**src/hw/dph_params.svh**
```systemverilog
/*
 * constants of the controller-to-phy handoff: widths, encodings, timing.
 * assumes a single fabric clock at 4 ns and ddr3 memory behind the phy.
 */
// Function
// - calibration engine builds phy control words itself
// - raise calibration done when calibration finishes
// - mux buses: engine in calibration, controller after
// - controller sends commands already in phy format
// - all crossing signals launched, sampled on fabric clock
// - interface reset is synchronised infrastructure reset; code also resets on raw sys_rst, which alone resets the controller end
// - phy clock quarter of memory clock
// - frequency reference equals or divides memory reference
// - strobe vector bit 0 is first slot
// - lowest address and bank slice is first slot
// - lowest chip select slice is first slot
// - memory reset bypasses output fifo
// - write, mask and read data eightfold wide
// - high write push loads dq fifo
// - low pushes load command and control fifos
// - sequence type: 4 none, 1 write, 3 read
// - data offset zero, write latency or read offset
// - two aux fields drive odt and cke
// - two-bit rank field selects target rank
// - read valid marks valid read data
// - six-bit read offset per rank output
// - done only after every lane calibrated
`ifndef DPH_PARAMS_SVH
`define DPH_PARAMS_SVH

`define DPH_CLK_PERIOD_NS 4
`define DPH_CK_PER_CLK 4
`define DPH_FREQ_REF_DIV_LOW 2
`define DPH_DQ_WIDTH 16
`define DPH_LANES 2
`define DPH_ROW_WIDTH 14
`define DPH_BANK_WIDTH 3
`define DPH_CS_WIDTH 1
`define DPH_SEL_PER_RANK 1
`define DPH_RANKS 2
`define DPH_COL_WIDTH 10
`define DPH_AP_BIT 10

`define DPH_WORD_W (2 * `DPH_CK_PER_CLK * `DPH_DQ_WIDTH)
`define DPH_MASK_W (2 * `DPH_CK_PER_CLK * (`DPH_DQ_WIDTH / 8))
`define DPH_ADDR_W (`DPH_ROW_WIDTH * `DPH_CK_PER_CLK)
`define DPH_BANK_W (`DPH_BANK_WIDTH * `DPH_CK_PER_CLK)
`define DPH_CSN_W (`DPH_CS_WIDTH * `DPH_SEL_PER_RANK * `DPH_CK_PER_CLK)
`define DPH_OFS_W (6 * `DPH_RANKS)

`define DPH_SEQ_NONE 3'h4
`define DPH_SEQ_WRITE 3'h1
`define DPH_SEQ_READ 3'h3
`define DPH_COL_SLOT 6'h02
`define DPH_CWL 6'h05
`define DPH_CAL_RD_GUESS 6'h01
`define DPH_RD_TIMEOUT 6'h3f
`define DPH_CAL_PATTERN 64'hff00_aa55_55aa_9966

`define DPH_MEM_RST_NS 200000
`define DPH_MEM_RST_CYC (`DPH_MEM_RST_NS / `DPH_CLK_PERIOD_NS)

`endif

```
**src/hw/dph_pkg.sv**
```systemverilog
/*
 * types shared by both ends of the handoff.
 * assumes dph_params.svh is on the include path.
 */
`include "dph_params.svh"
package dph_pkg;

  typedef logic [`DPH_CK_PER_CLK-1:0] dph_slot_t;

  typedef struct packed {
    dph_slot_t ras_n;
    dph_slot_t cas_n;
    dph_slot_t we_n;
    logic [`DPH_ADDR_W-1:0] addr;
    logic [`DPH_BANK_W-1:0] bank;
    logic [`DPH_CSN_W-1:0] cs_n;
    logic cmd_push_n;
    logic word_push_n;
    logic [2:0] seq_type;
    logic [5:0] data_offset;
    logic [3:0] aux_lo;
    logic [3:0] aux_hi;
    logic [1:0] rank;
    logic [`DPH_WORD_W-1:0] wdata;
    logic [`DPH_MASK_W-1:0] wmask;
    logic wpush;
    logic mem_reset_n;
  } dph_cmd_t;

  localparam dph_cmd_t DPH_CMD_IDLE = '{
    ras_n: '1, cas_n: '1, we_n: '1, addr: '0, bank: '0, cs_n: '1,
    cmd_push_n: 1'b1, word_push_n: 1'b1, seq_type: `DPH_SEQ_NONE,
    data_offset: 6'h00, aux_lo: 4'h0, aux_hi: 4'h0, rank: 2'h0,
    wdata: '0, wmask: '0, wpush: 1'b0, mem_reset_n: 1'b0};

  typedef enum logic [2:0] {
    DPH_CAL_RESET = 3'b000,
    DPH_CAL_WRITE = 3'b001,
    DPH_CAL_READ = 3'b011,
    DPH_CAL_WAIT = 3'b010,
    DPH_CAL_CHECK = 3'b110,
    DPH_CAL_DONE = 3'b111
  } dph_cal_state_t;

endpackage

```
**src/hw/dph_if.sv**
```systemverilog
/*
 * controller-to-phy handoff signals with one modport per end.
 * assumes both ends run on the same fabric clock.
 */
`timescale 1ns/100ps
`include "dph_params.svh"
interface dph_if;
  logic [`DPH_CK_PER_CLK-1:0] ctrl_row_strobe_n;
  logic [`DPH_CK_PER_CLK-1:0] ctrl_column_strobe_n;
  logic [`DPH_CK_PER_CLK-1:0] ctrl_write_strobe_n;
  logic [`DPH_ADDR_W-1:0] ctrl_packed_address;
  logic [`DPH_BANK_W-1:0] ctrl_packed_bank;
  logic [`DPH_CSN_W-1:0] ctrl_chip_select_n;
  logic ctrl_memory_reset_n;
  logic [`DPH_WORD_W-1:0] ctrl_write_word;
  logic [`DPH_MASK_W-1:0] ctrl_write_mask;
  logic ctrl_write_word_push;
  logic ctrl_cmd_fifo_push_n;
  logic ctrl_word_fifo_push_n;
  logic [2:0] ctrl_seq_type;
  logic [5:0] ctrl_data_slot_offset;
  logic [3:0] ctrl_aux_field_low;
  logic [3:0] ctrl_aux_field_high;
  logic [1:0] ctrl_target_rank;
  logic [`DPH_WORD_W-1:0] phy_read_word;
  logic phy_read_valid;
  logic [`DPH_OFS_W-1:0] calib_read_offset;
  logic calib_done;

  modport ctrl_mp (
    output ctrl_row_strobe_n, ctrl_column_strobe_n, ctrl_write_strobe_n,
    output ctrl_packed_address, ctrl_packed_bank, ctrl_chip_select_n,
    output ctrl_memory_reset_n, ctrl_write_word, ctrl_write_mask,
    output ctrl_write_word_push, ctrl_cmd_fifo_push_n,
    output ctrl_word_fifo_push_n, ctrl_seq_type, ctrl_data_slot_offset,
    output ctrl_aux_field_low, ctrl_aux_field_high, ctrl_target_rank,
    input phy_read_word, phy_read_valid, calib_read_offset, calib_done
  );

  modport phy_mp (
    input ctrl_row_strobe_n, ctrl_column_strobe_n, ctrl_write_strobe_n,
    input ctrl_packed_address, ctrl_packed_bank, ctrl_chip_select_n,
    input ctrl_memory_reset_n, ctrl_write_word, ctrl_write_mask,
    input ctrl_write_word_push, ctrl_cmd_fifo_push_n,
    input ctrl_word_fifo_push_n, ctrl_seq_type, ctrl_data_slot_offset,
    input ctrl_aux_field_low, ctrl_aux_field_high, ctrl_target_rank,
    output phy_read_word, phy_read_valid, calib_read_offset, calib_done
  );
endinterface

```
**src/hw/dph_phy_end.sv**
```systemverilog
/*
 * phy-side end: calibration engine, bus mux into the phy control block,
 * read data return and calibrated read offsets.
 * assumes phy pins on phy_cmd / phy_rd_word / phy_rd_valid and the fabric clock only.
 */
`timescale 1ns/100ps
`include "dph_params.svh"
module dph_phy_end #(
  parameter int unsigned MEM_RST_CYC = `DPH_MEM_RST_CYC
) (
  // clock and reset
  input wire logic clock,
  input wire logic sys_rst,
  input wire logic infrastructure_reset,
  // controller side
  dph_if.phy_mp mc,
  // phy control block side
  output dph_pkg::dph_cmd_t phy_cmd,
  input wire logic [`DPH_WORD_W-1:0] phy_rd_word,
  input wire logic phy_rd_valid
);
  import dph_pkg::*;

  typedef struct packed {
    logic rst_meta;
    logic rst_sync;
    dph_cal_state_t state;
    logic [15:0] cnt;
    logic [5:0] wait_cnt;
    logic [1:0] rank;
    logic [`DPH_LANES-1:0] lane_ok;
    logic [`DPH_OFS_W-1:0] offs;
    logic done;
    logic [`DPH_WORD_W-1:0] rdata;
    logic rvalid;
    dph_cmd_t cmd;
  } dph_phy_st_t;

  dph_phy_st_t st_q;
  dph_phy_st_t st_d;
  dph_cmd_t cal;
  dph_cmd_t ctl;
  logic [`DPH_LANES-1:0] lane_bad;
  logic [63:0] pat;
  logic rst_all;

  ////////////////////////////////////////////////////////////////////////
  // controller bus as a control word
  always_comb begin
    ctl = DPH_CMD_IDLE;
    ctl.ras_n = mc.ctrl_row_strobe_n;
    ctl.cas_n = mc.ctrl_column_strobe_n;
    ctl.we_n = mc.ctrl_write_strobe_n;
    ctl.addr = mc.ctrl_packed_address;
    ctl.bank = mc.ctrl_packed_bank;
    ctl.cs_n = mc.ctrl_chip_select_n;
    ctl.cmd_push_n = mc.ctrl_cmd_fifo_push_n;
    ctl.word_push_n = mc.ctrl_word_fifo_push_n;
    ctl.seq_type = mc.ctrl_seq_type;
    ctl.data_offset = mc.ctrl_data_slot_offset;
    ctl.aux_lo = mc.ctrl_aux_field_low;
    ctl.aux_hi = mc.ctrl_aux_field_high;
    ctl.rank = mc.ctrl_target_rank;
    ctl.wdata = mc.ctrl_write_word;
    ctl.wmask = mc.ctrl_write_mask;
    ctl.wpush = mc.ctrl_write_word_push;
    ctl.mem_reset_n = mc.ctrl_memory_reset_n;
  end

  ////////////////////////////////////////////////////////////////////////
  // lane compare against the calibration pattern
  always_comb begin
    // each byte lane of every memory word
    pat = `DPH_CAL_PATTERN;
    lane_bad = '0;
    for (int w = 0; w < 2 * `DPH_CK_PER_CLK; w++) begin
      for (int l = 0; l < `DPH_LANES; l++) begin
        if (phy_rd_word[w*`DPH_DQ_WIDTH+l*8 +: 8] != pat[63-8*w -: 8]) begin
          lane_bad[l] = 1'b1;
        end
      end
    end
  end

  ////////////////////////////////////////////////////////////////////////
  // calibration engine and mux
  always_comb begin
    st_d = st_q;
    // two-flop reset synchroniser
    st_d.rst_meta = infrastructure_reset;
    st_d.rst_sync = st_q.rst_meta;
    rst_all = sys_rst | st_q.rst_sync;
    // idle calibration word, selects in slots 0 and 2
    cal = DPH_CMD_IDLE;
    cal.mem_reset_n = (st_q.state != DPH_CAL_RESET);
    cal.rank = st_q.rank;
    cal.cs_n = '1;
    cal.cs_n[0] = 1'b0;
    cal.cs_n[2*`DPH_CS_WIDTH] = 1'b0;
    case (st_q.state)
      DPH_CAL_RESET: begin
        // memory held in reset for a fixed count
        st_d.cnt = st_q.cnt + 16'h0001;
        if (st_q.cnt == 16'(MEM_RST_CYC - 1)) begin
          st_d.cnt = '0;
          st_d.state = DPH_CAL_WRITE;
        end
      end
      DPH_CAL_WRITE: begin
        // pattern write with auto precharge
        cal.ras_n[0] = 1'b0;
        cal.cas_n[2] = 1'b0;
        cal.we_n[2] = 1'b0;
        cal.addr[2*`DPH_ROW_WIDTH+`DPH_AP_BIT] = 1'b1;
        cal.cmd_push_n = 1'b0;
        cal.word_push_n = 1'b0;
        cal.seq_type = `DPH_SEQ_WRITE;
        cal.data_offset = `DPH_CWL + `DPH_COL_SLOT;
        for (int w = 0; w < 2 * `DPH_CK_PER_CLK; w++) begin
          for (int l = 0; l < `DPH_LANES; l++) begin
            cal.wdata[w*`DPH_DQ_WIDTH+l*8 +: 8] = pat[63-8*w -: 8];
          end
        end
        cal.wpush = 1'b1;
        st_d.state = DPH_CAL_READ;
      end
      DPH_CAL_READ: begin
        // read back from the same location
        cal.ras_n[0] = 1'b0;
        cal.cas_n[2] = 1'b0;
        cal.addr[2*`DPH_ROW_WIDTH+`DPH_AP_BIT] = 1'b1;
        cal.cmd_push_n = 1'b0;
        cal.word_push_n = 1'b0;
        cal.seq_type = `DPH_SEQ_READ;
        cal.data_offset = `DPH_CAL_RD_GUESS + `DPH_COL_SLOT - 6'h01;
        st_d.wait_cnt = '0;
        st_d.state = DPH_CAL_WAIT;
      end
      DPH_CAL_WAIT: begin
        // count cycles until read data returns
        st_d.wait_cnt = st_q.wait_cnt + 6'h01;
        if (phy_rd_valid) begin
          st_d.offs[6*st_q.rank[0] +: 6] = st_q.wait_cnt;
          st_d.lane_ok = st_q.lane_ok | ~lane_bad;
          st_d.state = DPH_CAL_CHECK;
        end else if (st_q.wait_cnt == `DPH_RD_TIMEOUT) begin
          st_d.state = DPH_CAL_WRITE;
        end
      end
      DPH_CAL_CHECK: begin
        // retry the rank until every lane matched
        st_d.state = DPH_CAL_WRITE;
        if (&st_q.lane_ok) begin
          if (st_q.rank == 2'(`DPH_RANKS - 1)) begin
            st_d.state = DPH_CAL_DONE;
            st_d.done = 1'b1;
          end else begin
            st_d.rank = st_q.rank + 2'h1;
            st_d.lane_ok = '0;
          end
        end
      end
      DPH_CAL_DONE: begin
        // stays here until reset
        st_d.done = 1'b1;
      end
      default: begin
        st_d.state = DPH_CAL_RESET;
      end
    endcase
    // handover on the same edge that raises done
    st_d.cmd = st_d.done ? ctl : cal;
    st_d.rdata = phy_rd_word;
    st_d.rvalid = phy_rd_valid & st_d.done;
    // whole engine restarts on either reset
    if (rst_all) begin
      st_d.state = DPH_CAL_RESET;
      st_d.cnt = '0;
      st_d.wait_cnt = '0;
      st_d.rank = '0;
      st_d.lane_ok = '0;
      st_d.offs = '0;
      st_d.done = 1'b0;
      st_d.rdata = '0;
      st_d.rvalid = 1'b0;
      st_d.cmd = DPH_CMD_IDLE;
    end
  end

  ////////////////////////////////////////////////////////////////////////
  // state register
  always_ff @(posedge clock) begin
    if (sys_rst) begin
      st_q <= '0;
      st_q.cmd <= DPH_CMD_IDLE;
    end else begin
      st_q <= st_d;
    end
  end

  ////////////////////////////////////////////////////////////////////////
  // outputs
  assign phy_cmd = st_q.cmd;
  assign mc.phy_read_word = st_q.rdata;
  assign mc.phy_read_valid = st_q.rvalid;
  assign mc.calib_read_offset = st_q.offs;
  assign mc.calib_done = st_q.done;

endmodule

```
**src/flat_wrapper.sv**
```systemverilog
// flat-port wrapper written by rule: the top's interface ports become plain ports
module dph_phy_end_flat import dph_pkg::*;
#(
  parameter int unsigned MEM_RST_CYC = `DPH_MEM_RST_CYC
)
  (clock, sys_rst, infrastructure_reset, phy_cmd, phy_rd_word, phy_rd_valid, mc_ctrl_row_strobe_n, mc_ctrl_column_strobe_n, mc_ctrl_write_strobe_n, mc_ctrl_packed_address, mc_ctrl_packed_bank, mc_ctrl_chip_select_n, mc_ctrl_memory_reset_n, mc_ctrl_write_word, mc_ctrl_write_mask, mc_ctrl_write_word_push, mc_ctrl_cmd_fifo_push_n, mc_ctrl_word_fifo_push_n, mc_ctrl_seq_type, mc_ctrl_data_slot_offset, mc_ctrl_aux_field_low, mc_ctrl_aux_field_high, mc_ctrl_target_rank, mc_phy_read_word, mc_phy_read_valid, mc_calib_read_offset, mc_calib_done);
  dph_if mc_i ();
  input wire logic clock;
  input wire logic sys_rst;
  input wire logic infrastructure_reset;
  output dph_pkg::dph_cmd_t phy_cmd;
  input wire logic [`DPH_WORD_W-1:0] phy_rd_word;
  input wire logic phy_rd_valid;
  input wire logic [$bits(mc_i.ctrl_row_strobe_n)-1:0] mc_ctrl_row_strobe_n;
  input wire logic [$bits(mc_i.ctrl_column_strobe_n)-1:0] mc_ctrl_column_strobe_n;
  input wire logic [$bits(mc_i.ctrl_write_strobe_n)-1:0] mc_ctrl_write_strobe_n;
  input wire logic [$bits(mc_i.ctrl_packed_address)-1:0] mc_ctrl_packed_address;
  input wire logic [$bits(mc_i.ctrl_packed_bank)-1:0] mc_ctrl_packed_bank;
  input wire logic [$bits(mc_i.ctrl_chip_select_n)-1:0] mc_ctrl_chip_select_n;
  input wire logic [$bits(mc_i.ctrl_memory_reset_n)-1:0] mc_ctrl_memory_reset_n;
  input wire logic [$bits(mc_i.ctrl_write_word)-1:0] mc_ctrl_write_word;
  input wire logic [$bits(mc_i.ctrl_write_mask)-1:0] mc_ctrl_write_mask;
  input wire logic [$bits(mc_i.ctrl_write_word_push)-1:0] mc_ctrl_write_word_push;
  input wire logic [$bits(mc_i.ctrl_cmd_fifo_push_n)-1:0] mc_ctrl_cmd_fifo_push_n;
  input wire logic [$bits(mc_i.ctrl_word_fifo_push_n)-1:0] mc_ctrl_word_fifo_push_n;
  input wire logic [$bits(mc_i.ctrl_seq_type)-1:0] mc_ctrl_seq_type;
  input wire logic [$bits(mc_i.ctrl_data_slot_offset)-1:0] mc_ctrl_data_slot_offset;
  input wire logic [$bits(mc_i.ctrl_aux_field_low)-1:0] mc_ctrl_aux_field_low;
  input wire logic [$bits(mc_i.ctrl_aux_field_high)-1:0] mc_ctrl_aux_field_high;
  input wire logic [$bits(mc_i.ctrl_target_rank)-1:0] mc_ctrl_target_rank;
  output wire logic [$bits(mc_i.phy_read_word)-1:0] mc_phy_read_word;
  output wire logic [$bits(mc_i.phy_read_valid)-1:0] mc_phy_read_valid;
  output wire logic [$bits(mc_i.calib_read_offset)-1:0] mc_calib_read_offset;
  output wire logic [$bits(mc_i.calib_done)-1:0] mc_calib_done;
  assign mc_i.ctrl_row_strobe_n = mc_ctrl_row_strobe_n;
  assign mc_i.ctrl_column_strobe_n = mc_ctrl_column_strobe_n;
  assign mc_i.ctrl_write_strobe_n = mc_ctrl_write_strobe_n;
  assign mc_i.ctrl_packed_address = mc_ctrl_packed_address;
  assign mc_i.ctrl_packed_bank = mc_ctrl_packed_bank;
  assign mc_i.ctrl_chip_select_n = mc_ctrl_chip_select_n;
  assign mc_i.ctrl_memory_reset_n = mc_ctrl_memory_reset_n;
  assign mc_i.ctrl_write_word = mc_ctrl_write_word;
  assign mc_i.ctrl_write_mask = mc_ctrl_write_mask;
  assign mc_i.ctrl_write_word_push = mc_ctrl_write_word_push;
  assign mc_i.ctrl_cmd_fifo_push_n = mc_ctrl_cmd_fifo_push_n;
  assign mc_i.ctrl_word_fifo_push_n = mc_ctrl_word_fifo_push_n;
  assign mc_i.ctrl_seq_type = mc_ctrl_seq_type;
  assign mc_i.ctrl_data_slot_offset = mc_ctrl_data_slot_offset;
  assign mc_i.ctrl_aux_field_low = mc_ctrl_aux_field_low;
  assign mc_i.ctrl_aux_field_high = mc_ctrl_aux_field_high;
  assign mc_i.ctrl_target_rank = mc_ctrl_target_rank;
  assign mc_phy_read_word = mc_i.phy_read_word;
  assign mc_phy_read_valid = mc_i.phy_read_valid;
  assign mc_calib_read_offset = mc_i.calib_read_offset;
  assign mc_calib_done = mc_i.calib_done;
  dph_phy_end #(.MEM_RST_CYC(MEM_RST_CYC)) u_core (.clock(clock), .sys_rst(sys_rst), .infrastructure_reset(infrastructure_reset), .mc(mc_i), .phy_cmd(phy_cmd), .phy_rd_word(phy_rd_word), .phy_rd_valid(phy_rd_valid));
endmodule
```
**config.mk**
```make
export PLATFORM = sky130hd
export DESIGN_NAME = dph_phy_end_flat
export DESIGN_NICKNAME = d
export VERILOG_FILES = /design/src/hw/dph_pkg.sv /design/src/hw/dph_if.sv /design/src/hw/dph_phy_end.sv /design/src/flat_wrapper.sv
export VERILOG_INCLUDE_DIRS = /design/src /design/src/hw
export SDC_FILE = /design/constraint.sdc
export NUM_CORES = 1
export LEC_CHECK = 0
export BUFFER_PORTS_ARGS = -buffer_cell sky130_fd_sc_hd__buf_2
export CORE_AREA = 5 5 297 299
export DETAILED_ROUTE_END_ITERATION = 8
export DIE_AREA = 0 0 302 304
export GPL_ROUTABILITY_DRIVEN = 0
export HOLD_SLACK_MARGIN = 0.12
export SYNTH_ARGS = -nofsm -noshare
export SYNTH_HDL_FRONTEND = slang
export SYNTH_SLANG_ARGS = --single-unit
```
**constraint.sdc**
```tcl
create_clock -name clock -period 2.61 [get_ports clock]
set_clock_uncertainty 0.2 [all_clocks]
set_input_delay 0.522 -clock clock [delete_from_list [all_inputs] [get_ports clock]]
set_output_delay 0.522 -clock clock [all_outputs]
set_load 0.03 [all_outputs]
```
# Yosys cells after proc, flatten, opt, wreduce, memory -nomap -nowiden
# Index checks and enable logic that the tools add are counted.
# op_classes
reduce_logical,14
mul,1
mux,38
shifts,2
bitwise,7
eq_ne,27
addsub,4
# op_table
op,count
2-to-1 mux 248 bit,1
2-to-1 mux 127 bit,1
"!= test 8 bit, second input constant",8
"!= test 8 x 7 -> 1 bit, second input constant",6
negation 4 -> 34 bit,1
"variable shift 6 x 34 -> 12 bit, first input constant",1
indexed part select 6 x 34 -> 12 bit,1
2-to-1 mux 1 bit,22
case mux 11 bit (2 select lines),1
2-to-1 mux 19 bit,1
case mux 3 bit (6 select lines),1
"adder 16 x 1 -> 16 bit, second input constant",1
"== test 16 bit, second input constant",1
nonzero test 8 bit,2
2-to-1 mux 14 bit,1
bitwise mux 12 bit,1
2-to-1 mux 3 bit,4
case mux 6 bit (2 select lines),1
AND reduction 4 bit,2
"adder 6 x 1 -> 6 bit, second input constant",1
"== test 3 x 2 -> 1 bit, second input constant",2
"== test 3 bit, second input constant",2
"== test 6 bit, second input constant",1
2-to-1 mux 2 bit,2
21 further kinds,28
# totals
elab_cells,126
in_bits,383
ff_bits,424
output_inout_bits,393

# Logic depth before layout (Yosys ltp)
# Gate-level depths: netlist of run 1.
# logic_depth
ltp_word,13
ltp_mapped,8

# Worst setup path before layout of run 1
# OpenSTA, ideal clock, no wires.
# synth_timing
path_type,input -> register
startpoint,in sys_rst
endpoint,"reg u_core.st_q, in the netlist u_core.phy_cmd[241]"
stages,6
n_path_buf,2
setup_slack_ps,427
setup_time_ps,119
arrival_time_ps,1864
required_time_ps,2291
cell_sequence,or4b_4 -> a311o_2 -> nor2_4 -> buf_6 -> buf_6 -> a21oi_1
# synth_between
elab_chain_cells,2
# synth_lines
item,line_no,source
start: declaration,flat_wrapper.sv:9,input wire logic sys_rst;
OR 1 bit,dph_phy_end.sv:92,rst_all = sys_rst | st_q.rst_sync;
OR reduction 2 bit (no source line) (*),--,
end signal: assignment,dph_phy_end.sv:197,st_q <= st_d;
end: declaration,dph_phy_end.sv:39,dph_phy_st_t st_q;
# Mark *: on every way between the ends. The rest lies on a longest branch, timed or not.
# A chain may end at the register's enable or synchronous reset.

# Worst setup path after layout of run 1
# layout_timing
startpoint,in phy_rd_word[24]
endpoint,reg u_core.st_q[394] in the netlist's numbering
# layout_between
elab_chain_cells,12
# layout_lines
item,line_no,source
start: declaration,flat_wrapper.sv:12,input wire logic [`DPH_WORD_W-1:0] phy_rd_word;
nonzero test 8 bit,dph_phy_end.sv:78,if (phy_rd_word[w*`DPH_DQ_WIDTH+l*8 +: 8] != pat[63-8*w -: 8]) begin
2-to-1 mux 1 bit (7 in series),dph_phy_end.sv:78,
NOT 2 bit,dph_phy_end.sv:144,st_d.lane_ok = st_q.lane_ok | ~lane_bad;
OR 2 bit,dph_phy_end.sv:144,
2-to-1 mux 14 bit,dph_phy_end.sv:142,if (phy_rd_valid) begin
case mux 2 bit (2 select lines),dph_phy_end.sv:100,case (st_q.state)
# No other way between the ends. The select of a mux whose other input is x is not followed.

==> results of run 1 <==
## layer usage
| metal | share of wire | track usage |
|---|---|---|
| met1 | 0.39 | 0.133 |
| met2 | 0.50 | 0.213 |
| met3 | 0.075 | 0.0345 |
| met4 | 0.040 | 0.0497 |
| met5 | 0.00044 | 0 |
## cell type report
class                   instances  area, µm²
diodes                          2       5.00
clock buffers                  64       1340
clock inverters                27        377
fillers                      8811      61100
inverters                       4       15.0
multi-input cells             605       3950
flip-flops and latches        424       8490
well taps                    1144       1430
repair buffers               1204       8150
## synth_stat cells (6+ instances only)
cell type / number
sky130_fd_sc_hd__or4_1: 6
sky130_fd_sc_hd__and2_1: 129
sky130_fd_sc_hd__o21ai_0: 10
sky130_fd_sc_hd__a21oi_1: 24
sky130_fd_sc_hd__buf_2: 14
sky130_fd_sc_hd__buf_4: 391
sky130_fd_sc_hd__nand4_1: 12
sky130_fd_sc_hd__dfxtp_1: 424
sky130_fd_sc_hd__nor4bb_1: 15
sky130_fd_sc_hd__and4b_1: 6
sky130_fd_sc_hd__or3_1: 18
sky130_fd_sc_hd__clkbuf_1: 62
sky130_fd_sc_hd__and3_1: 164
sky130_fd_sc_hd__nand3_1: 19
sky130_fd_sc_hd__nor2_1: 24
sky130_fd_sc_hd__a21o_1: 72
sky130_fd_sc_hd__nand2_1: 31
sky130_fd_sc_hd__and4_1: 6
sky130_fd_sc_hd__nor4b_1: 11
sky130_fd_sc_hd__mux2i_1: 7
## how the worst min path moves through the flow
| stage | from | endpoint | slack [ns] |
|---|---|---|---|
| 6_report | u_core.st_d[422] | u_core.st_q[422] | 0.24 |
| 5_1_grt | u_core.st_d[422] | u_core.st_q[422] | 0.26 |
| 4_1_cts | u_core.st_d[422] | u_core.st_q[422] | 0.24 |
| 3_5_place_dp | u_core.st_d[422] | u_core.st_q[422] | 0.23 |
| 3_3_place_gp | u_core.st_d[422] | u_core.st_q[422] | 0.22 |
| 2_1_floorplan | u_core.st_d[422] | u_core.st_q[422] | 0.21 |
## sequential cells by signal, indices dropped and copies added, names as in the netlist, named ones only
name / cells
u_core.st_q: 28
u_core.cal: 2
u_core.st_d: 1
u_core.mc.calib_done: 1
u_core.mc.phy_read_valid: 1
u_core.mc.phy_read_word: 128
u_core.phy_cmd: 251
## cells by family (layout without fill, tap and decap cells)
kind of cell	after synthesis	after routing	share of synthesized area
adders and majority gates	3	3	0.00239
AOI/OAI and AO/OA	124	124	0.0541
other	0	2	0
and+or+nand+nor	462	462	0.184
DFF	424	424	0.540
muxes	7	7	0.00446
xor gates and xnor gates	9	9	0.00502
buffers and inverters	475	1299	0.210
## cell usage in the layout (no fill, tap or decap), types with 3 or more instances in the layout
cell                              n
sky130_fd_sc_hd__and4_1           6
sky130_fd_sc_hd__nor2b_1          4
sky130_fd_sc_hd__buf_4           39
sky130_fd_sc_hd__nand4_1         12
sky130_fd_sc_hd__dfxtp_1        424
sky130_fd_sc_hd__or3_1           18
sky130_fd_sc_hd__nand2_1         31
sky130_fd_sc_hd__o31ai_1          3
sky130_fd_sc_hd__clkinvlp_4       5
sky130_fd_sc_hd__o21ai_0         10
sky130_fd_sc_hd__inv_1            3
sky130_fd_sc_hd__xor2_1           5
sky130_fd_sc_hd__clkinv_2         7
sky130_fd_sc_hd__a21o_1          72
sky130_fd_sc_hd__clkbuf_1         9
sky130_fd_sc_hd__bufinv_16        6
sky130_fd_sc_hd__clkbuf_16       49
sky130_fd_sc_hd__dlygate4sd3_1  383
sky130_fd_sc_hd__and4b_1          6
sky130_fd_sc_hd__and2_1         129
sky130_fd_sc_hd__buf_12           7
sky130_fd_sc_hd__and3_1         164
sky130_fd_sc_hd__o21a_1           5
sky130_fd_sc_hd__buf_2          775
sky130_fd_sc_hd__nor2_1          23
sky130_fd_sc_hd__ha_1             3
sky130_fd_sc_hd__nand3_1         19
sky130_fd_sc_hd__mux2i_1          7
sky130_fd_sc_hd__clkbuf_8         6
sky130_fd_sc_hd__xnor2_1          4
sky130_fd_sc_hd__or4_1            6
sky130_fd_sc_hd__a21oi_1         24
sky130_fd_sc_hd__nor4bb_1        14
sky130_fd_sc_hd__nor4b_1         11
sky130_fd_sc_hd__nor3_1           3
## critical path, cell delays in order
cell	delay, ns
sky130_fd_sc_hd__dlygate4sd3_1	0.54
sky130_fd_sc_hd__buf_2	0.13
sky130_fd_sc_hd__nor4b_1	0.56
sky130_fd_sc_hd__buf_4	0.23
sky130_fd_sc_hd__nand4_1	0.13
sky130_fd_sc_hd__or4_1	0.55
sky130_fd_sc_hd__o21ai_0	0.14
## power groups by stage
stage	Clock [mW]	Sequential (mW)	Combinational, mW
final	7.25	6.63	1.44
after global routing	7.73	6.64	1.53
after CTS	7.46	6.63	1.42
after detailed placement	0	6.77	0.958
after global placement	0	6.77	0.958
after floorplan	0	6.76	0.559
==> reports/qor.log, run 1 <==
qor: global_route.grt_start_max_net_pins 93
qor: timing.rsz0062_at_grt no
qor: timing.postLayoutSetupSlackWorst 0.147 ns
qor: routing.routedWlPerCell 16.8 µm
qor: critical_path.start_kind input port
qor: logic_synthesis.synth_sequential_area_ratio 0.540
qor: logic_synthesis.yosysTopAreaCellShare 0.540
qor: critical_path.crit_path_end_kind flop
qor: routing.drt_iter0_markers 512
qor: worst_hold_path.min-delay-path-class reg -> reg
qor: routing.vias 12960
qor: clock_tree.cts_buffers 49
qor: final_layout.fin_area 23800 µm²
qor: critical_path.cp_max_fo 2
qor: floorplanning.floorplan.io_pins 776
qor: final_layout.area_growth 51.2%
qor: final_layout.layout_cell_share_with_drive_strength_beyond_1 0.393
qor: timing.hold_ws 0.240 ns
qor: clock_tree.h-tree-depth 2
qor: clock_tree.clk_root_buffer_cell sky130_fd_sc_hd__clkbuf_16
qor: critical_path.crit_end u_core.st_q[394]
qor: routing.wire_length_reported_by_the_detailed_router 58500 µm
qor: timing.max-slew-margin-rel 0.598
qor: logic_synthesis.async_flop_share 0
qor: routing.post_drt_via_cell_ratio 3.73
qor: logic_synthesis.synth_cell_type_count 50
qor: worst_hold_path.worstHoldPathCells 1
qor: clock_tree.cts_setup_buffers 0
qor: timing.hold_viol_final 0
qor: timing.final-max-slew-violation-count 0
qor: critical_path.worst-endpoint-required 2.94 ns
qor: logic_synthesis.synth_cells 1504
qor: power_and_ir_drop.comb_power_frac 0.094
qor: flow_run.drv_cap 0
qor: power_and_ir_drop.power.switching_fraction 0.241
qor: power_and_ir_drop.clock_power_share 0.473
qor: power_and_ir_drop.leakage 12.2 nW
qor: global_route.first_pass_grt_wire_length 84900 µm
qor: final_layout.utilization 0.280
qor: clock_tree.cts.sink_count 424
qor: routing.drcViolationCount 0
qor: placed_design.detailedPlacementHpwl 41900 µm
qor: routing.first_pass_detailed_route_iteration_total 4
qor: critical_path.critPathKind in -> reg
qor: critical_path.timing.critical_path.arrival 2.79 ns
qor: clock_tree.worst_skew_pair.late_latency 0.61 ns
qor: global_route.grt_antenna_before_repair 7
qor: logic_synthesis.synth_top_cell_by_area sky130_fd_sc_hd__dfxtp_1
qor: timing.tightest_slew 0.595 ns
qor: placed_design.placed_cells 2998
qor: critical_path.rr_endpoint u_core.phy_cmd[181]
qor: final_layout.stdcell_count 3474
qor: floorplanning.initial_core_util 0.185
qor: floorplanning.die-width 302 µm
qor: timing.max_clock_freq 406 MHz
qor: critical_path.regToRegStartpoint u_core.st_q[419]
qor: placed_design.pre_cts_ws 0.132 ns
qor: power_and_ir_drop.vdd_drop_max 0.000422 V
qor: final_layout.design.final.nets 2674
qor: placed_design.placement.cell_area 18200 µm²
qor: timing.finalCritPeriodShare 0.944
qor: power_and_ir_drop.power.internal 11.6 mW
qor: critical_path.worst-r2r-cell-count 5
qor: critical_path.crit_path_start phy_rd_word[24]
qor: floorplanning.fp.dieArea 91800 µm²
qor: outcome.run_status completed
qor: clock_tree.clk_transition_reported_paths 0.06 ns
qor: routing.drtAntennaViolNets 0
qor: timing.post-route-min-period 2.46 ns
qor: logic_synthesis.top_cells_by_area_synth sky130_fd_sc_hd__dfxtp_1 54%, sky130_fd_sc_hd__buf_4 19%, sky130_fd_sc_hd__and3_1 6.5%, sky130_fd_sc_hd__and2_1 5.1%, sky130_fd_sc_hd__a21o_1 3.4%
qor: clock_tree.tritoncts_clock_tree built
qor: logic_synthesis.synth.net_count 1890
qor: logic_synthesis.syn-cell-area 15700 µm²
qor: logic_synthesis.syn_avg_cell_area 10.4 µm²
qor: clock_tree.clock_path_buffers 3
qor: power_and_ir_drop.switchingPower 3.69 mW
qor: logic_synthesis.ys_seq_elements 424
qor: clock_tree.holdBufCountCts 383
qor: logic_synthesis.yosys_warnings 0
qor: placed_design.place.port_buffers 775
qor: timing.setup_violations 0
qor: floorplanning.placementRows 107
qor: floorplanning.dieHeight 304 µm
qor: power_and_ir_drop.cellPowerDensity 645 nW/µm²
qor: critical_path.worst-r2r-setup-slack 0.34 ns
qor: global_route.grt_total_usage 0.119
qor: power_and_ir_drop.power.share.sequential 0.433
qor: global_route.via_count_of_the_first_global_routing_pass 13945
qor: timing.final.setup.tns 0 ns
qor: power_and_ir_drop.total_power 15.3 mW
qor: logic_synthesis.synth_top_flop_cell sky130_fd_sc_hd__dfxtp_1
qor: logic_synthesis.synth_edf_count 0
qor: floorplanning.design.core.area 84900 µm²
qor: clock_tree.post_cts_resize_count 0
qor: global_route.grt_remaining_overflow 0
Power figures use the tool's default switching activity.
==> run 2: changes to the inputs <==
PLACE_DENSITY = 0.48   (was default)
==> run 2 against run 1 <==
Net effect: design area hardly changed; die area did not move; critical path depth stayed put; routed wire length is 5.2% lower; sequential power is essentially flat; register-to-register slack improved by 0.07 ns; hold slack better by 0.0044 ns; worst setup slack improved by 0.084 ns; sequential cell count did not move; clock-buffer cell count increased by 8; cell count about the same; combinational power down 3%; critical endpoint is now u_core.phy_cmd[57]; largest cell class unchanged; largest power group unchanged.
==> reports/qor.log, run 2 (synthesized netlist as in run 1, its figures left out) <==
qor: outcome.run_status completed
qor: global_route.grt_total_usage 0.114
qor: worst_hold_path.min-delay-path-class reg -> reg
qor: floorplanning.floorplan.io_pins 776
qor: timing.finalCritPeriodShare 0.912
qor: final_layout.layout.cells.most_common sky130_fd_sc_hd__buf_2
qor: floorplanning.placementRows 107
qor: clock_tree.tritoncts_clock_tree built
qor: routing.wire_length_reported_by_the_detailed_router 55400 µm
qor: floorplanning.die-width 302 µm
qor: routing.vias 12658
qor: global_route.via_count_of_the_first_global_routing_pass 13579
qor: critical_path.crit_path_start sys_rst
qor: power_and_ir_drop.leakage 12.2 nW
qor: placed_design.place.port_buffers 775
qor: clock_tree.clk_transition_reported_paths 0.06 ns
qor: floorplanning.dieHeight 304 µm
qor: clock_tree.cts.sink_count 424
qor: routing.drcViolationCount 0
qor: critical_path.timing.critical_path.arrival 2.71 ns
qor: floorplanning.fp.dieArea 91800 µm²
qor: critical_path.crit_path_end_kind flop
qor: timing.hold_ws 0.244 ns
qor: timing.rsz0062_at_grt no
qor: routing.routedWlPerCell 15.9 µm
qor: floorplanning.design.core.area 84900 µm²
qor: critical_path.crit_end u_core.phy_cmd[57]
qor: routing.drt_iter0_markers 512
qor: critical_path.critPathKind in -> reg
qor: floorplanning.initial_core_util 0.185
qor: clock_tree.h-tree-depth 2
qor: timing.post-route-min-period 2.38 ns
qor: power_and_ir_drop.cellPowerDensity 641 nW/µm²
qor: global_route.grt_start_max_net_pins 162
qor: critical_path.worst-endpoint-required 2.94 ns
qor: clock_tree.worst_skew_pair.late_latency 0.59 ns
qor: final_layout.design.final.nets 2674
qor: clock_tree.clk_root_buffer_cell sky130_fd_sc_hd__clkbuf_16
qor: global_route.grt_remaining_overflow 0
qor: clock_tree.cts_buffers 49
qor: critical_path.start_kind input port
qor: routing.first_pass_detailed_route_iteration_total 6
qor: timing.setup_violations 0
qor: critical_path.rr_endpoint u_core.st_q[393]
qor: timing.final-max-slew-violation-count 0
qor: timing.tightest_slew 0.945 ns
qor: clock_tree.clock_path_buffers 3
qor: timing.max-slew-margin-rel 0.361
qor: timing.hold_viol_final 0
qor: critical_path.cp_max_fo 51
qor: final_layout.area_growth 51.3%
qor: power_and_ir_drop.vdd_drop_max 0.000516 V
qor: flow_run.drv_cap 0
qor: clock_tree.cts_setup_buffers 0
qor: final_layout.largest_register_ffs 251
qor: final_layout.layout.cells.most_common_list 775 x sky130_fd_sc_hd__buf_2, 424 x sky130_fd_sc_hd__dfxtp_1, 383 x sky130_fd_sc_hd__dlygate4sd3_1
qor: global_route.grt_antenna_before_repair 9
qor: critical_path.regToRegStartpoint u_core.st_q[420]
qor: final_layout.layout_cell_share_with_drive_strength_beyond_1 0.394
qor: critical_path.worst-r2r-cell-count 6
qor: routing.drtAntennaViolNets 0
qor: timing.final.setup.tns 0 ns
qor: global_route.first_pass_grt_wire_length 81300 µm
qor: routing.post_drt_via_cell_ratio 3.64
qor: timing.max_clock_freq 420 MHz
qor: placed_design.detailedPlacementHpwl 40100 µm
qor: critical_path.worst-r2r-setup-slack 0.41 ns
-- run 2: changes by cell type in the layout (fill, tap and decap cells not counted), moves of 3 or more --
| cell | change |
|---|---|
| sky130_fd_sc_hd__clkinv_2 | +3 |
| sky130_fd_sc_hd__diode_2 | +4 |
| sky130_fd_sc_hd__clkbuf_8 | +9 |
| sky130_fd_sc_hd__clkinvlp_4 | -5 |
| sky130_fd_sc_hd__clkbuf_1 | -3 |
-- run 2: power by group --
part	switching [mW]	internal [mW]	total, mW
clock	2.83	4.39	7.22
combinational	0.648	0.751	1.40
sequential	0.0328	6.59	6.62
total	3.51	11.7	15.2
-- run 2: final cells by class --
cell class	instances	area, µm²
clock buffer	72	1510
inverter	4	15.0
multi-input combinational	605	3950
clock inverter	18	205
fill	8975	61100
timing repair buffer	1204	8160
tap	1144	1430
sequential	424	8490
antenna	6	15.0
-- run 2: stage by stage --
step / worst slack [ns] / cell area (µm²) / total power, mW / util / instances
detailed placement: -0.313 / 18200 / 7.70 / 0.215 / 2998
global route: 0.0997 / 23800 / 15.9 / 0.280 / 3474
CTS: 0.266 / 23800 / 15.5 / 0.280 / 3471
floorplan: 0.427 / 15700 / 7.32 / - / 1504
global placement: -0.324 / 18200 / 7.71 / 0.215 / 2998
finish: 0.231 / 23800 / 15.2 / 0.280 / 3477
-- run 2: worst min path at each step --
| stage | from | endpoint | depth (start not counted) |
|---|---|---|---|
| after floorplan | u_core.st_d[422] | u_core.st_q[422] | 1 |
| after global placement | u_core.st_d[422] | u_core.st_q[422] | 1 |
| after detailed placement | u_core.st_d[422] | u_core.st_q[422] | 1 |
| after CTS | phy_rd_valid | u_core.mc.phy_read_valid | 3 |
| after global routing | phy_rd_valid | u_core.mc.phy_read_valid | 3 |
| final | u_core.st_d[422] | u_core.st_q[422] | 1 |
-- run 2: critical path: stages --
cell,delay [ns]
sky130_fd_sc_hd__dlygate4sd3_1,0.54
sky130_fd_sc_hd__buf_2,0.16
sky130_fd_sc_hd__or4b_4,0.52
sky130_fd_sc_hd__a311o_2,0.42
sky130_fd_sc_hd__nor2_4,0.15
sky130_fd_sc_hd__buf_12,0.24
sky130_fd_sc_hd__a21o_1,0.13
-- run 2: routing by layer --
layer | wire [µm] | GRT usage
met5 | 25 | 0
met4 | 2110 | 0.0460
met3 | 4400 | 0.0352
met2 | 27500 | 0.204
met1 | 21400 | 0.125
-- run 2: what timing repair did --
action                    4_1_cts  5_1_grt
hold buffers                  383        0
resized for setup               0        0
hold endpoints to repair      383        0
==> run 3: changes to the inputs <==
REMOVE_ABC_BUFFERS = 1   (was default)
SLEW_MARGIN = 20   (was default)
==> run 3 against run 2 <==
Net effect: clock-buffer cell count rose by 1; largest cell class unchanged; combinational power rose by 6%; die area did not move; largest power group unchanged; sequential cell count did not move; routed wire length rose by 13%; cell count fell by 0.20%.
==> reports/qor.log, run 3 (synthesized netlist as in run 1, its figures left out) <==
qor: outcome.run_status completed
qor: floorplanning.placementRows 107
qor: timing.max-slew-margin-rel 0.495
qor: worst_hold_path.min-delay-path-class in -> reg
qor: clock_tree.cts_buffers 50
qor: final_layout.register_area 8490 µm²
qor: worst_hold_path.hold_path_startpoint phy_rd_word[39]
qor: routing.drtAntennaViolNets 0
qor: power_and_ir_drop.comb_power_frac 0.099
qor: global_route.grt_antenna_before_repair 20
qor: floorplanning.design.core.area 84900 µm²
qor: global_route.grt_remaining_overflow 0
qor: final_layout.nFillCells 8954
qor: final_layout.multiInputGateArea 3940 µm²
qor: final_layout.stdcell_count 3470
qor: routing.routedWlPerCell 18.1 µm
qor: routing.drcViolationCount 0
qor: critical_path.crit_path_end_kind flop
qor: placed_design.place.port_buffers 775
qor: floorplanning.floorplan.io_pins 776
qor: clock_tree.clk_transition_reported_paths 0.06 ns
qor: routing.wire_length_reported_by_the_detailed_router 62700 µm
qor: flow_run.drv_cap 0
qor: critical_path.regToRegStartpoint u_core.st_q[419]
qor: timing.hold_viol_final 0
qor: power_and_ir_drop.power.switching_fraction 0.238
qor: critical_path.timing.critical_path.arrival 2.76 ns
qor: power_and_ir_drop.clock_power_share 0.457
qor: floorplanning.die-width 302 µm
qor: clock_tree.clk_root_buffer_cell sky130_fd_sc_hd__clkbuf_16
qor: power_and_ir_drop.vdd_drop_max 0.000472 V
qor: routing.drt_iter0_markers 589
qor: placed_design.placed_cells 3003
qor: power_and_ir_drop.switchingPower 3.55 mW
qor: timing.setup_violations 0
qor: clock_tree.clock_path_buffers 3
qor: clock_tree.tritoncts_clock_tree built
qor: timing.post-route-min-period 2.44 ns
qor: global_route.grt_total_usage 0.130
qor: timing.rsz0062_at_grt no
qor: routing.vias 12859
qor: floorplanning.initial_core_util 0.185
qor: timing.final-max-slew-violation-count 0
qor: final_layout.area_growth 50.8%
qor: clock_tree.cts.sink_count 424
qor: critical_path.worst-endpoint-required 2.93 ns
qor: timing.tightest_slew 0.757 ns
qor: global_route.grt_start_max_net_pins 74
qor: timing.hold_ws 0.148 ns
qor: placed_design.detailedPlacementHpwl 47600 µm
qor: critical_path.crit_path_start sys_rst
qor: routing.first_pass_detailed_route_iteration_total 5
qor: global_route.first_pass_grt_wire_length 90200 µm
qor: timing.max_clock_freq 410 MHz
qor: power_and_ir_drop.cellPowerDensity 631 nW/µm²
qor: critical_path.critPathKind in -> reg
qor: global_route.via_count_of_the_first_global_routing_pass 13964
qor: clock_tree.cts_setup_buffers 0
qor: critical_path.start_kind input port
qor: clock_tree.post_cts_resize_count 0
qor: clock_tree.h-tree-depth 2
qor: timing.finalCritPeriodShare 0.934
qor: final_layout.largest_register_ffs 251
qor: floorplanning.fp.dieArea 91800 µm²
qor: placed_design.placement.cell_area 18300 µm²
qor: final_layout.layout.cells.most_common_list 775 x sky130_fd_sc_hd__buf_2, 424 x sky130_fd_sc_hd__dfxtp_1, 379 x sky130_fd_sc_hd__dlygate4sd3_1
qor: clock_tree.worst_skew_pair.late_latency 0.59 ns
qor: final_layout.design.final.nets 2676
qor: final_layout.layout.cells.most_common sky130_fd_sc_hd__buf_2
qor: power_and_ir_drop.power.internal 11.4 mW
qor: routing.post_drt_via_cell_ratio 3.71
qor: floorplanning.dieHeight 304 µm
qor: power_and_ir_drop.power.share.sequential 0.444
qor: final_layout.layout_cell_share_with_drive_strength_beyond_1 0.393
qor: final_layout.fin_area 23700 µm²
qor: critical_path.cp_max_fo 26
qor: power_and_ir_drop.leakage 12.2 nW
[run 3: changes by cell type in the layout (fill, tap and decap cells not counted), sizes merged]
cell         delta
buf             +5
clkinvlp        +1
diode           -4
clkbuf          +1
dlygate4sd3     -4
bufinv          -3
clkinv          +1
inv             -4
[run 3: layout make-up]
type                       count  share of cell area
antenna                        2            0.000211
clock buffer                  73              0.0630
tap                         1144              0.0604
timing repair buffer        1205               0.347
sequential                   424               0.358
inverter                       4            0.000634
multi-input combinational    605               0.167
clock inverter                13             0.00391
[run 3: metal layers]
metal  part of all wire  global-route usage  wire (µm)  vias to the layer above
met2               0.48               0.229      30100                      586
met3              0.088              0.0440       5510                      113
met1               0.40               0.148      25000                     6003
met4              0.033              0.0409       2090                        4
met5            0.00043                   0         27                        -
li1                   -                   -          -                     6153
[run 3: what timing repair did]
action / in CTS / in global routing
hold endpoints to repair: 381 / 2
hold buffers: 377 / 2
endpoints found under the setup margin: 0 / 0
[run 3: critical path, stage by stage]
cell and delay (ns):
sky130_fd_sc_hd__dlygate4sd3_1 0.54, sky130_fd_sc_hd__buf_2 0.17, sky130_fd_sc_hd__or4b_4 0.52, sky130_fd_sc_hd__a311o_2 0.42, sky130_fd_sc_hd__nor2_4 0.11, sky130_fd_sc_hd__buf_12 0.19
sky130_fd_sc_hd__buf_4 0.17, sky130_fd_sc_hd__a21o_1 0.09
[run 3: power groups by stage]
| stage | Combinational, mW | Clock, mW | Sequential [mW] |
|---|---|---|---|
| after global routing | 1.59 | 7.35 | 6.64 |
| after global placement | 1.02 | 0 | 6.77 |
| final | 1.48 | 6.82 | 6.63 |
| after detailed placement | 1.01 | 0 | 6.77 |
| after CTS | 1.49 | 7.08 | 6.63 |
| after floorplan | 0.153 | 0 | 7.00 |
[run 3: worst paths after layout]
kind	cells past startpoint	slack (ns)	end
setup / recovery	8	0.17	u_core.phy_cmd[57]
hold / removal	2	0.15	u_core.mc.phy_read_word[39]
setup reg to reg	6	0.27	u_core.phy_cmd[57]
hold reg to reg	2	0.26	flop
[run 3: stage by stage]
stage / total power, mW / setup TNS, ns / worst slack (ns) / util
2_1_floorplan: 7.15 / -1834.31 / -6.30 / -
3_3_place_gp: 7.79 / 0 / 0.182 / 0.216
3_5_place_dp: 7.78 / 0 / 0.164 / 0.216
4_1_cts: 15.2 / 0 / 0.230 / 0.279
5_1_grt: 15.6 / 0 / 0.148 / 0.279
6_report: 14.9 / 0 / 0.172 / 0.279
